[src/common/spz_consts.vh]
// Register offsets, field positions and timing counts for serial port zero.
`ifndef SPZ_CONSTS_VH
`define SPZ_CONSTS_VH
`define SPZ_ADDR_CONTROL 8'h98
`define SPZ_ADDR_BUFFER 8'h99
`define SPZ_CONTROL_RESET 8'h00
`define SPZ_BUFFER_RESET 8'h00
`define SPZ_BIT_MODE_HIGH 7
`define SPZ_BIT_MODE_LOW 6
`define SPZ_BIT_THIRD 5
`define SPZ_BIT_RX_ENABLE 4
`define SPZ_BIT_TX_NINTH 3
`define SPZ_BIT_RX_NINTH 2
`define SPZ_BIT_TX_DONE 1
`define SPZ_BIT_RX_DONE 0
`define SPZ_SYNC_SLOW 10'd12
`define SPZ_SYNC_FAST 10'd4
`define SPZ_M2_SLOW 10'd64
`define SPZ_M2_FAST 10'd32
`define SPZ_FIFO_WIDTH 8
`define SPZ_FIFO_DEPTH 16
`define SPZ_FIFO_AW 4
`endif

[src/rtl/spz_fifo.v]
// Transmit byte FIFO with valid/ready on both sides.
`timescale 1ns/100ps
module spz_fifo #(
    parameter WIDTH = 8,
    parameter DEPTH = 16,
    parameter AW = 4
) (
    input wire clk,
    input wire rst,
    input wire in_valid,
    output wire in_ready,
    input wire [WIDTH-1:0] in_data,
    output wire out_valid,
    input wire out_ready,
    output wire [WIDTH-1:0] out_data
);
    reg [WIDTH-1:0] mem [0:DEPTH-1];
    reg [AW-1:0] wr_ptr;
    reg [AW-1:0] rd_ptr;
    reg [AW:0] count;
    wire push;
    wire pop;
    assign in_ready = (count != DEPTH[AW:0]);
    assign out_valid = (count != {(AW+1){1'b0}});
    assign out_data = mem[rd_ptr];
    assign push = in_valid && in_ready;
    assign pop = out_valid && out_ready;
    always @(posedge clk) begin
        if (push) begin
            mem[wr_ptr] <= in_data;
        end
    end
    always @(posedge clk) begin
        if (rst) begin
            wr_ptr <= {AW{1'b0}};
            rd_ptr <= {AW{1'b0}};
            count <= {(AW+1){1'b0}};
        end else begin
            if (push) begin
                wr_ptr <= wr_ptr + 1'b1;
            end
            if (pop) begin
                rd_ptr <= rd_ptr + 1'b1;
            end
            if (push && !pop) begin
                count <= count + 1'b1;
            end else if (pop && !push) begin
                count <= count - 1'b1;
            end
        end
    end
endmodule // spz_fifo

[src/rtl/spz_uart.v]
// Serial port zero: control and buffer registers, transmitter and receiver.
`timescale 1ns/100ps
`include "spz_consts.vh"
// Functional notes
// (RL1) Async frames: start, 8/9 data, stop.
// (RL2) Mode bits pick mode and bit period.
// (RL3) Modes 1/3 use timer 1 or 2 tick; mode 1 with the third mode bit set always takes the timer 1 tick.
// (RL4) Bit timing stops while idle mode.
// (RL5) Mode 1 third bit: need valid stop.
// (RL6) Multiprocessor: ninth bit zero, no flag.
// (RL7) Receive enable gates receiver; mode 0 starts.
// (RL8) Transmit ninth bit from control bit.
// (RL9) Receive ninth bit or stop stored; mode 1 stores the stop bit only with the third mode bit clear.
// (RL10) Transmit-done set after last data bit.
// (RL11) Receive-done set at documented point.
// (RL12) Only software clears done flags.
// (RL13) Buffer address: separate tx and rx.
// (RL14) Buffer write starts send; flags interrupt.
// (RL15) Start edge detect, mid-bit sampling.
module spz_uart (
    input wire clk,
    input wire rst,
    input wire idle_mode,
    input wire baud_doubler,
    input wire timer_two_select,
    input wire timer1_tick,
    input wire timer2_tick,
    input wire [7:0] sfr_addr,
    input wire sfr_wr,
    input wire sfr_rd,
    input wire [7:0] sfr_wdata,
    output reg [7:0] sfr_rdata,
    output wire tx_ready,
    output reg txd,
    output reg rxd_out,
    output reg rxd_oe,
    input wire rxd_in,
    output wire serial_irq
);
    localparam ST_IDLE = 2'd0;
    localparam ST_SHIFT = 2'd1;
    localparam ST_STOP = 2'd2;

    reg [7:0] serial_control;
    reg [7:0] rx_buffer;
    reg rx_s1;
    reg rx_s2;
    reg rx_prev;
    reg [1:0] rx_state;
    reg rx_phase;

    wire mode_select_high = serial_control[`SPZ_BIT_MODE_HIGH];
    wire mode_select_low = serial_control[`SPZ_BIT_MODE_LOW];
    wire third_mode_bit = serial_control[`SPZ_BIT_THIRD];
    wire rx_enable = serial_control[`SPZ_BIT_RX_ENABLE];
    wire [1:0] mode = {mode_select_high, mode_select_low};
    wire nine_bits = mode_select_high;
    wire rx_mode0_idle = !(mode == 2'd0 && rx_state != ST_IDLE);

    // ------------------------------------------------------------
    // Bit timing
    // ------------------------------------------------------------
    // Bits in modes 1 to 3 last 16 ticks; mode 2 derives the tick and mode 0 its shift steps here.
    reg [9:0] pre_cnt;
    wire [9:0] sync_period = third_mode_bit ? `SPZ_SYNC_FAST : `SPZ_SYNC_SLOW; // [RL2]
    wire [9:0] m2_period = baud_doubler ? `SPZ_M2_FAST : `SPZ_M2_SLOW; // [RL2]
    wire [9:0] m2_tick_div = {4'b0000, m2_period[9:4]};
    wire timer_tick = (timer_two_select && !(mode == 2'd1 && third_mode_bit))
        ? timer2_tick : timer1_tick; // [RL3]
    wire m2_tick = (pre_cnt >= m2_tick_div - 10'd1);
    wire sync_edge = (pre_cnt >= {1'b0, sync_period[9:1]} - 10'd1); // [RL2]
    wire tick = !idle_mode && ((mode == 2'd2) ? m2_tick : timer_tick); // [RL4]
    wire sync_step = !idle_mode && sync_edge; // [RL4]

    always @(posedge clk) begin
        if (rst) begin
            pre_cnt <= 10'h000;
        end else if (!idle_mode) begin // [RL4]
            if ((mode == 2'd0 && sync_edge) || (mode == 2'd2 && m2_tick)) begin
                pre_cnt <= 10'h000;
            end else begin
                pre_cnt <= pre_cnt + 10'd1;
            end
        end
    end

    always @(posedge clk) begin
        if (rst) begin
            rx_s1 <= 1'b1;
            rx_s2 <= 1'b1;
            rx_prev <= 1'b1;
        end else begin
            rx_s1 <= rxd_in;
            rx_s2 <= rx_s1;
            rx_prev <= rx_s2;
        end
    end

    // ------------------------------------------------------------
    // Register access
    // ------------------------------------------------------------
    wire wr_ctrl = sfr_wr && (sfr_addr == `SPZ_ADDR_CONTROL);
    wire wr_buf = sfr_wr && (sfr_addr == `SPZ_ADDR_BUFFER);
    wire fifo_out_valid;
    wire [7:0] fifo_out_data;
    reg fifo_pop;
    reg tx_done_set;
    reg rx_done_set;
    reg rx_ninth_set;
    reg rx_ninth_val;
    reg rx_load;
    reg [7:0] rx_load_data;

    spz_fifo #(
        .WIDTH(`SPZ_FIFO_WIDTH),
        .DEPTH(`SPZ_FIFO_DEPTH),
        .AW(`SPZ_FIFO_AW)
    ) u_fifo (
        .clk(clk),
        .rst(rst),
        .in_valid(wr_buf), // [RL14]
        .in_ready(tx_ready),
        .in_data(sfr_wdata),
        .out_valid(fifo_out_valid),
        .out_ready(fifo_pop),
        .out_data(fifo_out_data)
    );

    always @(posedge clk) begin
        if (rst) begin
            serial_control <= `SPZ_CONTROL_RESET;
            rx_buffer <= `SPZ_BUFFER_RESET;
        end else begin
            if (wr_ctrl) begin
                serial_control <= sfr_wdata;
            end
            // Hardware sets win over a same-cycle software clear.
            if (tx_done_set) begin
                serial_control[`SPZ_BIT_TX_DONE] <= 1'b1; // [RL12]
            end
            if (rx_done_set) begin
                serial_control[`SPZ_BIT_RX_DONE] <= 1'b1; // [RL12]
            end
            if (rx_ninth_set) begin
                serial_control[`SPZ_BIT_RX_NINTH] <= rx_ninth_val; // [RL9]
            end
            if (rx_load) begin
                rx_buffer <= rx_load_data; // [RL13]
            end
        end
    end

    always @(posedge clk) begin
        if (rst) begin
            sfr_rdata <= 8'h00;
        end else if (sfr_rd) begin
            case (sfr_addr)
                `SPZ_ADDR_CONTROL: sfr_rdata <= serial_control;
                `SPZ_ADDR_BUFFER: sfr_rdata <= rx_buffer; // [RL13]
                default: sfr_rdata <= 8'h00;
            endcase
        end
    end

    assign serial_irq = serial_control[`SPZ_BIT_TX_DONE]
        | serial_control[`SPZ_BIT_RX_DONE]; // [RL14]

    // ------------------------------------------------------------
    // Transmitter
    // ------------------------------------------------------------
    reg [1:0] tx_state;
    reg [10:0] tx_shift;
    reg [3:0] tx_bits;
    reg [3:0] tx_sub;
    reg sync_phase;

    always @(posedge clk) begin
        if (rst) begin
            tx_state <= ST_IDLE;
            tx_shift <= 11'h7FF;
            tx_bits <= 4'h0;
            tx_sub <= 4'h0;
            txd <= 1'b1;
            fifo_pop <= 1'b0;
            tx_done_set <= 1'b0;
            sync_phase <= 1'b0;
        end else begin
            fifo_pop <= 1'b0;
            tx_done_set <= 1'b0;
            case (tx_state)
                ST_IDLE: begin
                    // In mode 0 the idle transmit pin carries the receive shift clock.
                    txd <= !(mode == 2'd0 && rx_state == ST_SHIFT && rx_phase); // [RL7]
                    if (fifo_out_valid && !fifo_pop && rx_mode0_idle) begin // [RL14]
                        fifo_pop <= 1'b1;
                        tx_sub <= 4'h0;
                        sync_phase <= 1'b0;
                        tx_state <= ST_SHIFT;
                        if (mode == 2'd0) begin
                            tx_shift <= {3'b111, fifo_out_data};
                            tx_bits <= 4'd8;
                        end else begin
                            // Stop, optional ninth, data, start shift out LSB first.
                            tx_shift <= nine_bits
                                ? {1'b1, serial_control[`SPZ_BIT_TX_NINTH], fifo_out_data, 1'b0}
                                : {2'b11, fifo_out_data, 1'b0}; // [RL1] [RL8]
                            tx_bits <= nine_bits ? 4'd10 : 4'd9;
                        end
                    end
                end
                ST_SHIFT: begin
                    if (mode == 2'd0) begin
                        if (sync_step) begin
                            sync_phase <= ~sync_phase;
                            if (!sync_phase) begin
                                txd <= 1'b0;
                            end else begin
                                txd <= 1'b1;
                                tx_shift <= {1'b1, tx_shift[10:1]};
                                tx_bits <= tx_bits - 4'd1;
                                if (tx_bits == 4'd1) begin
                                    tx_done_set <= 1'b1; // [RL10]
                                    tx_state <= ST_IDLE;
                                end
                            end
                        end
                    end else begin
                        txd <= tx_shift[0];
                        if (tick) begin
                            tx_sub <= tx_sub + 4'd1;
                            if (tx_sub == 4'hF) begin
                                tx_shift <= {1'b1, tx_shift[10:1]};
                                tx_bits <= tx_bits - 4'd1;
                                if (tx_bits == 4'd1) begin
                                    tx_done_set <= 1'b1; // [RL10]
                                    tx_state <= ST_STOP;
                                end
                            end
                        end
                    end
                end
                ST_STOP: begin
                    txd <= 1'b1;
                    if (tick) begin
                        tx_sub <= tx_sub + 4'd1;
                        if (tx_sub == 4'hF) begin
                            tx_state <= ST_IDLE;
                        end
                    end
                end
                default: tx_state <= ST_IDLE;
            endcase
        end
    end

    // ------------------------------------------------------------
    // Receiver
    // ------------------------------------------------------------
    reg [9:0] rx_shift;
    reg [3:0] rx_bits;
    reg [3:0] rx_sub;
    // Eight data bits, then the stop bit (mode 1) or the ninth bit (modes 2 and 3).
    wire [3:0] rx_total = 4'd9; // [RL11]

    always @(posedge clk) begin
        if (rst) begin
            rx_state <= ST_IDLE;
            rx_shift <= 10'h000;
            rx_bits <= 4'h0;
            rx_sub <= 4'h0;
            rx_phase <= 1'b0;
            rx_done_set <= 1'b0;
            rx_ninth_set <= 1'b0;
            rx_ninth_val <= 1'b0;
            rx_load <= 1'b0;
            rx_load_data <= 8'h00;
            rxd_out <= 1'b1;
            rxd_oe <= 1'b0;
        end else begin
            rx_done_set <= 1'b0;
            rx_ninth_set <= 1'b0;
            rx_load <= 1'b0;
            // Mode 0 transmit data leaves on the receive pin, driven only then.
            rxd_oe <= (mode == 2'd0) && (tx_state == ST_SHIFT); // [RL2]
            rxd_out <= ((mode == 2'd0) && (tx_state == ST_SHIFT)) ? tx_shift[0] : 1'b1;
            if (!rx_enable) begin
                rx_state <= ST_IDLE; // [RL7]
            end else begin
                case (rx_state)
                    ST_IDLE: begin
                        rx_sub <= 4'h0;
                        rx_phase <= 1'b0;
                        if (mode == 2'd0) begin
                            // Mode 0 receive starts once enable is set with no done flag, the transmitter idle and its FIFO empty.
                            if (!serial_control[`SPZ_BIT_RX_DONE] && tx_state == ST_IDLE
                                && !fifo_out_valid) begin // [RL7]
                                rx_bits <= 4'd8;
                                rx_state <= ST_SHIFT;
                            end
                        end else if (rx_prev && !rx_s2) begin // [RL15]
                            rx_bits <= rx_total;
                            rx_state <= ST_STOP;
                        end
                    end
                    ST_STOP: begin
                        // Validate the start bit at its middle.
                        if (tick) begin
                            rx_sub <= rx_sub + 4'd1;
                            if (rx_sub == 4'd7) begin
                                rx_sub <= 4'h0;
                                rx_state <= rx_s2 ? ST_IDLE : ST_SHIFT; // [RL15]
                            end
                        end
                    end
                    ST_SHIFT: begin
                        if (mode == 2'd0) begin
                            if (sync_step) begin
                                rx_phase <= ~rx_phase;
                                if (rx_phase) begin
                                    rx_shift <= {2'b00, rx_s2, rx_shift[7:1]};
                                    rx_bits <= rx_bits - 4'd1;
                                    if (rx_bits == 4'd1) begin
                                        rx_load <= 1'b1;
                                        rx_load_data <= {rx_s2, rx_shift[7:1]};
                                        rx_done_set <= 1'b1; // [RL11]
                                        rx_state <= ST_IDLE;
                                    end
                                end
                            end
                        end else if (tick) begin
                            rx_sub <= rx_sub + 4'd1;
                            if (rx_sub == 4'hF) begin // [RL15]
                                rx_shift <= {rx_s2, rx_shift[9:1]};
                                rx_bits <= rx_bits - 4'd1;
                                if (rx_bits == 4'd1) begin
                                    rx_state <= ST_IDLE;
                                    if (mode == 2'd1) begin
                                        // Mode 1: data in shift[9:2], stop is rx_s2.
                                        if (!third_mode_bit || rx_s2) begin // [RL5]
                                            rx_load <= 1'b1;
                                            rx_load_data <= rx_shift[9:2];
                                            rx_done_set <= 1'b1; // [RL11]
                                            rx_ninth_set <= !third_mode_bit; // [RL9]
                                            rx_ninth_val <= rx_s2;
                                        end
                                    end else if (!third_mode_bit || rx_s2) begin // [RL6]
                                        rx_load <= 1'b1;
                                        rx_load_data <= rx_shift[9:2];
                                        rx_done_set <= 1'b1; // [RL11]
                                        rx_ninth_set <= 1'b1; // [RL9]
                                        rx_ninth_val <= rx_s2;
                                    end
                                end
                            end
                        end
                    end
                    default: rx_state <= ST_IDLE;
                endcase
            end
        end
    end
endmodule // spz_uart

[config.mk]
export PLATFORM = sky130hd
export DESIGN_NAME = spz_uart
export DESIGN_NICKNAME = d
export VERILOG_FILES = /design/src/rtl/spz_fifo.v /design/src/rtl/spz_uart.v
export VERILOG_INCLUDE_DIRS = /design/src /design/src/common
export SDC_FILE = /design/constraint.sdc
export NUM_CORES = 1
export LEC_CHECK = 0
export BUFFER_PORTS_ARGS = -buffer_cell sky130_fd_sc_hd__buf_4
export CAP_MARGIN = 20
export CORE_UTILIZATION = 30
export CTS_BUF_LIST = sky130_fd_sc_hd__clkbuf_4 sky130_fd_sc_hd__clkbuf_8 sky130_fd_sc_hd__clkbuf_16
export DETAILED_ROUTE_END_ITERATION = 10
export GPL_ROUTABILITY_DRIVEN = 0
export GPL_TIMING_DRIVEN = 1
export PLACE_DENSITY = 0.49
export SLEW_MARGIN = 20
export SYNTH_ARGS = -nofsm -noshare
export SYNTH_HDL_FRONTEND = slang
export SYNTH_HIERARCHICAL = 1
export SYNTH_SLANG_ARGS = --single-unit
[constraint.sdc]
create_clock -name clk -period 3.9 [get_ports clk]
set_input_delay 0.195 -clock clk [delete_from_list [all_inputs] [get_ports clk]]
set_output_delay 0.195 -clock clk [all_outputs]
set_load 0.05 [all_outputs]
==> results.cfg <==
[synth]
yosys.area.top_type = edfxtp_1
synthTopCellsByArea = edfxtp_1 36%, dfxtp_1 21%, mux4_2 6.8%
synth.cell_area_mm2 = 0.01060
yosysWarnings = 6
post-synth-top-area-fraction_pct = 36.27
synth-seq-area-share_pct = 57.24
synth_fa_ha_area_share_pct = 3.495
synth_top_family_by_area = simple AND/OR/NAND/NOR gates
synthCells = 894
synth_common_cells = 128 x edfxtp_1, 111 x dfxtp_1, 98 x nand2_1, 81 x nor2_1, 55 x a21oi_1
synth_most_common_cell = edfxtp_1
synth.avg_cell_area_um2 = 11.85
synth_compound_area_share_pct = 12.33
synth-edff-count = 128
synth-simple-area-share_pct = 12.88
async_flop_share_pct = 0
synth_cell_type_count = 72
synth_xor_area_share_pct = 1.405
synth_mux_area_share_pct = 9.564
ys.flop_type = edfxtp_1
ys_ff_latch = 239
synth_fp_nets = 949

[placement]
placed_cells = 1353
dp_hpwl_um = 16700
io_buffers = 38

[drt]
drtAntennaViolNets = 0
drc = 0
viasPerCell = 4.987
wl_met1_um = 12000
dr_total_vias = 7031
drt_iter0_markers = 442
wirelength_um = 24680
dr_wl_met2_um = 11460
top_layer_used = met4
first_pass_iters = 4
dr_wl_met3_um = 778
wire_per_inst_um = 17.50

[sta]
rsz0062_at_grt = no
hold_viol = 0
fin_setup_tns_ns = 0
whs_ns = 0.02367
clock_skew_ns = 0.01260
finalMaxSlewViolations = 0
setup_viol = 0
finalCriticalPeriod_ns = 3.000
finalCritPeriodShare_pct = 76.93
relSlewSlack_pct = 41.83
tightest_slew_ns = 0.8659
fmax_ghz = 0.3333

[global_routing]
antenna_found_initial = 0
grt_pass1_vias = 6940
grt_usage_pct = 13.91
grt_overflow = 0
grt_pass1_wl_um = 39320
grt_max_degree = 46

[worst_setup_path]
critical_path.max_fanout = 6
end_kind = flop
critical_path_required_ns = 4.36
arrival_ns = 3.46
worstSetupStartpointType = flop
reg2reg_from = pre_cnt[0]$_SDFFE_PP0N_
ff2ff_setup_slack_ns = 0.90
crit_type = flop to flop
rr_endpoint = tx_state[1]$_SDFFE_PP0P_
r2r_cells = 8

[layout]
areaGrowthSynthToFinish_pct = 16.97
instances_no_fill = 1410
num-fill-cells = 3378
final_util_pct = 35.79
drive_above_1_share_pct = 16.65
n_antenna_cell = 0
final_nets = 991

[cts]
clkSlewWorstSetupHoldPaths_ns = 0.06
cts.sinks = 239
clock_latency_ns = 0.54
clk_path_buf_depth = 3
htreeDepth = 1
post_cts_buffers = 0
numCtsBuffers = 27
cts_resized = 0
cts-root-buf = clkbuf_16
cts_tree = done

[min_path]
hold_depth = 1
hold_end = u_fifo/mem[15][4]$_DFFE_PP_
min_path_type = input pin to flop
hp-start = sfr_wdata[4]

[status]
status = completed

[floorplan]
die-area_mm2 = 0.03608
row_count = 68
die_w_um = 189.9
start_util_pct = 30.60
die_y_um = 189.9
ios = 39
core_area_mm2 = 0.03463

[pwr]
power_density_mw_per_mm2 = 473.8
peakVddDrop_mv = 0.3021
p_leak_nw = 4.234
power_w = 0.005873

[run]
max_cap_viol_count = 0
[placed cells by master, fill, tap and decap left out, types with 14 or more instances in the layout]
| cell type | netlist | layout |
|---|---|---|
| a21oi_1 | 55 | 55 |
| clkbuf_16 | 0 | 27 |
| nand2_1 | 98 | 98 |
| o21ai_0 | 24 | 24 |
| a22oi_1 | 27 | 27 |
| dfxtp_1 | 111 | 110 |
| nor2_1 | 81 | 81 |
| mux2i_1 | 27 | 27 |
| ha_1 | 28 | 28 |
| nor3_1 | 18 | 18 |
| edfxtp_1 | 128 | 128 |
| nand3_1 | 19 | 19 |
| mux4_2 | 32 | 32 |
| inv_1 | 26 | 26 |
| o211ai_1 | 14 | 14 |
| buf_4 | 5 | 50 |
[worst max-delay path by stage]
stage | from | end
floorplan | sfr_addr[5] | u_fifo/count[4]$_SDFFE_PP0P_
finish | pre_cnt[0]$_SDFFE_PP0N_ | tx_state[1]$_SDFFE_PP0P_
CTS | pre_cnt[0]$_SDFFE_PP0N_ | tx_state[0]$_SDFFE_PP0P_
detailed placement | sfr_addr[5] | u_fifo/count[4]$_SDFFE_PP0P_
global route | pre_cnt[0]$_SDFFE_PP0N_ | tx_state[1]$_SDFFE_PP0P_
global placement | sfr_addr[5] | u_fifo/count[4]$_SDFFE_PP0P_
[critical path: stages, from the launching register on]
cell and delay [ns]:
dfxtp_1 0.43, inv_1 0.09, ha_1 0.20, or4b_1 0.49
and2_4 0.18, a211oi_1 0.65, nor3_1 0.23, a211oi_1 0.43
mux2i_1 0.23
[metal layers]
| layer | GRT usage, % | vias up |
|---|---|---|
| met2 | 22.35 | 99 |
| li1 | - | 3424 |
| met5 | 0 | - |
| met1 | 19.59 | 3473 |
| met3 | 1.955 | 35 |
| met4 | 3.567 | 0 |
[flip-flops by register name (all words and copies together) (netlist names), 2 cells and up, named ones only]
| register | cells |
|---|---|
| rx_buffer | 8 |
| tx_sub | 4 |
| tx_state | 2 |
| u_fifo/wr_ptr | 4 |
| rx_shift | 9 |
| rx_bits | 4 |
| serial_control | 8 |
| tx_shift | 10 |
| rx_sub | 4 |
| tx_bits | 4 |
| u_fifo/count | 5 |
| rx_load_data | 8 |
| pre_cnt | 10 |
| rx_state | 2 |
| u_fifo/mem | 128 |
| u_fifo/rd_ptr | 4 |
| sfr_rdata | 8 |
[layout make-up]
class                   count  area (µm²)  area share (%)
multi-input cells         582        4204           33.92
inverters                  26       97.59          0.7874
well taps                 455       569.3           4.593
clock buffers              36       768.2           6.198
flip-flops and latches    239        6067           48.95
clock inverters            12       202.7           1.635
repair buffers             60       485.5           3.917
[cell families (layout without fill, tap and decap cells)]
kind of cell               after synthesis  count (layout)
DFF                                    239             239
buffers and inverters                   73             134
muxes                                   61              61
AOI/OAI and AO/OA                      188             188
adders and majority gates               29              29
and+or+nand+nor                        287             287
xor gates and xnor gates                17              17
[through the flow]
step	area [µm²]	worst slack (ns)
floorplan	10600	0.8475
global placement	11330	0.8001
detailed placement	11330	0.7311
CTS	12390	0.9301
global route	12390	0.7120
finish	12390	0.8999
[what timing repair did]
item,4_1_cts,5_1_grt
endpoints found under the hold margin,84,0
setup endpoints to repair,0,0
hold buffers,9,0
[where the power goes]
group	leakage, nW	switching (W)	internal (W)
registers	2.05	0.0000338	0.00270
clock network	0.482	0.00101	0.00171
logic	1.70	0.000265	0.000149
Power figures use the tool's default switching activity.
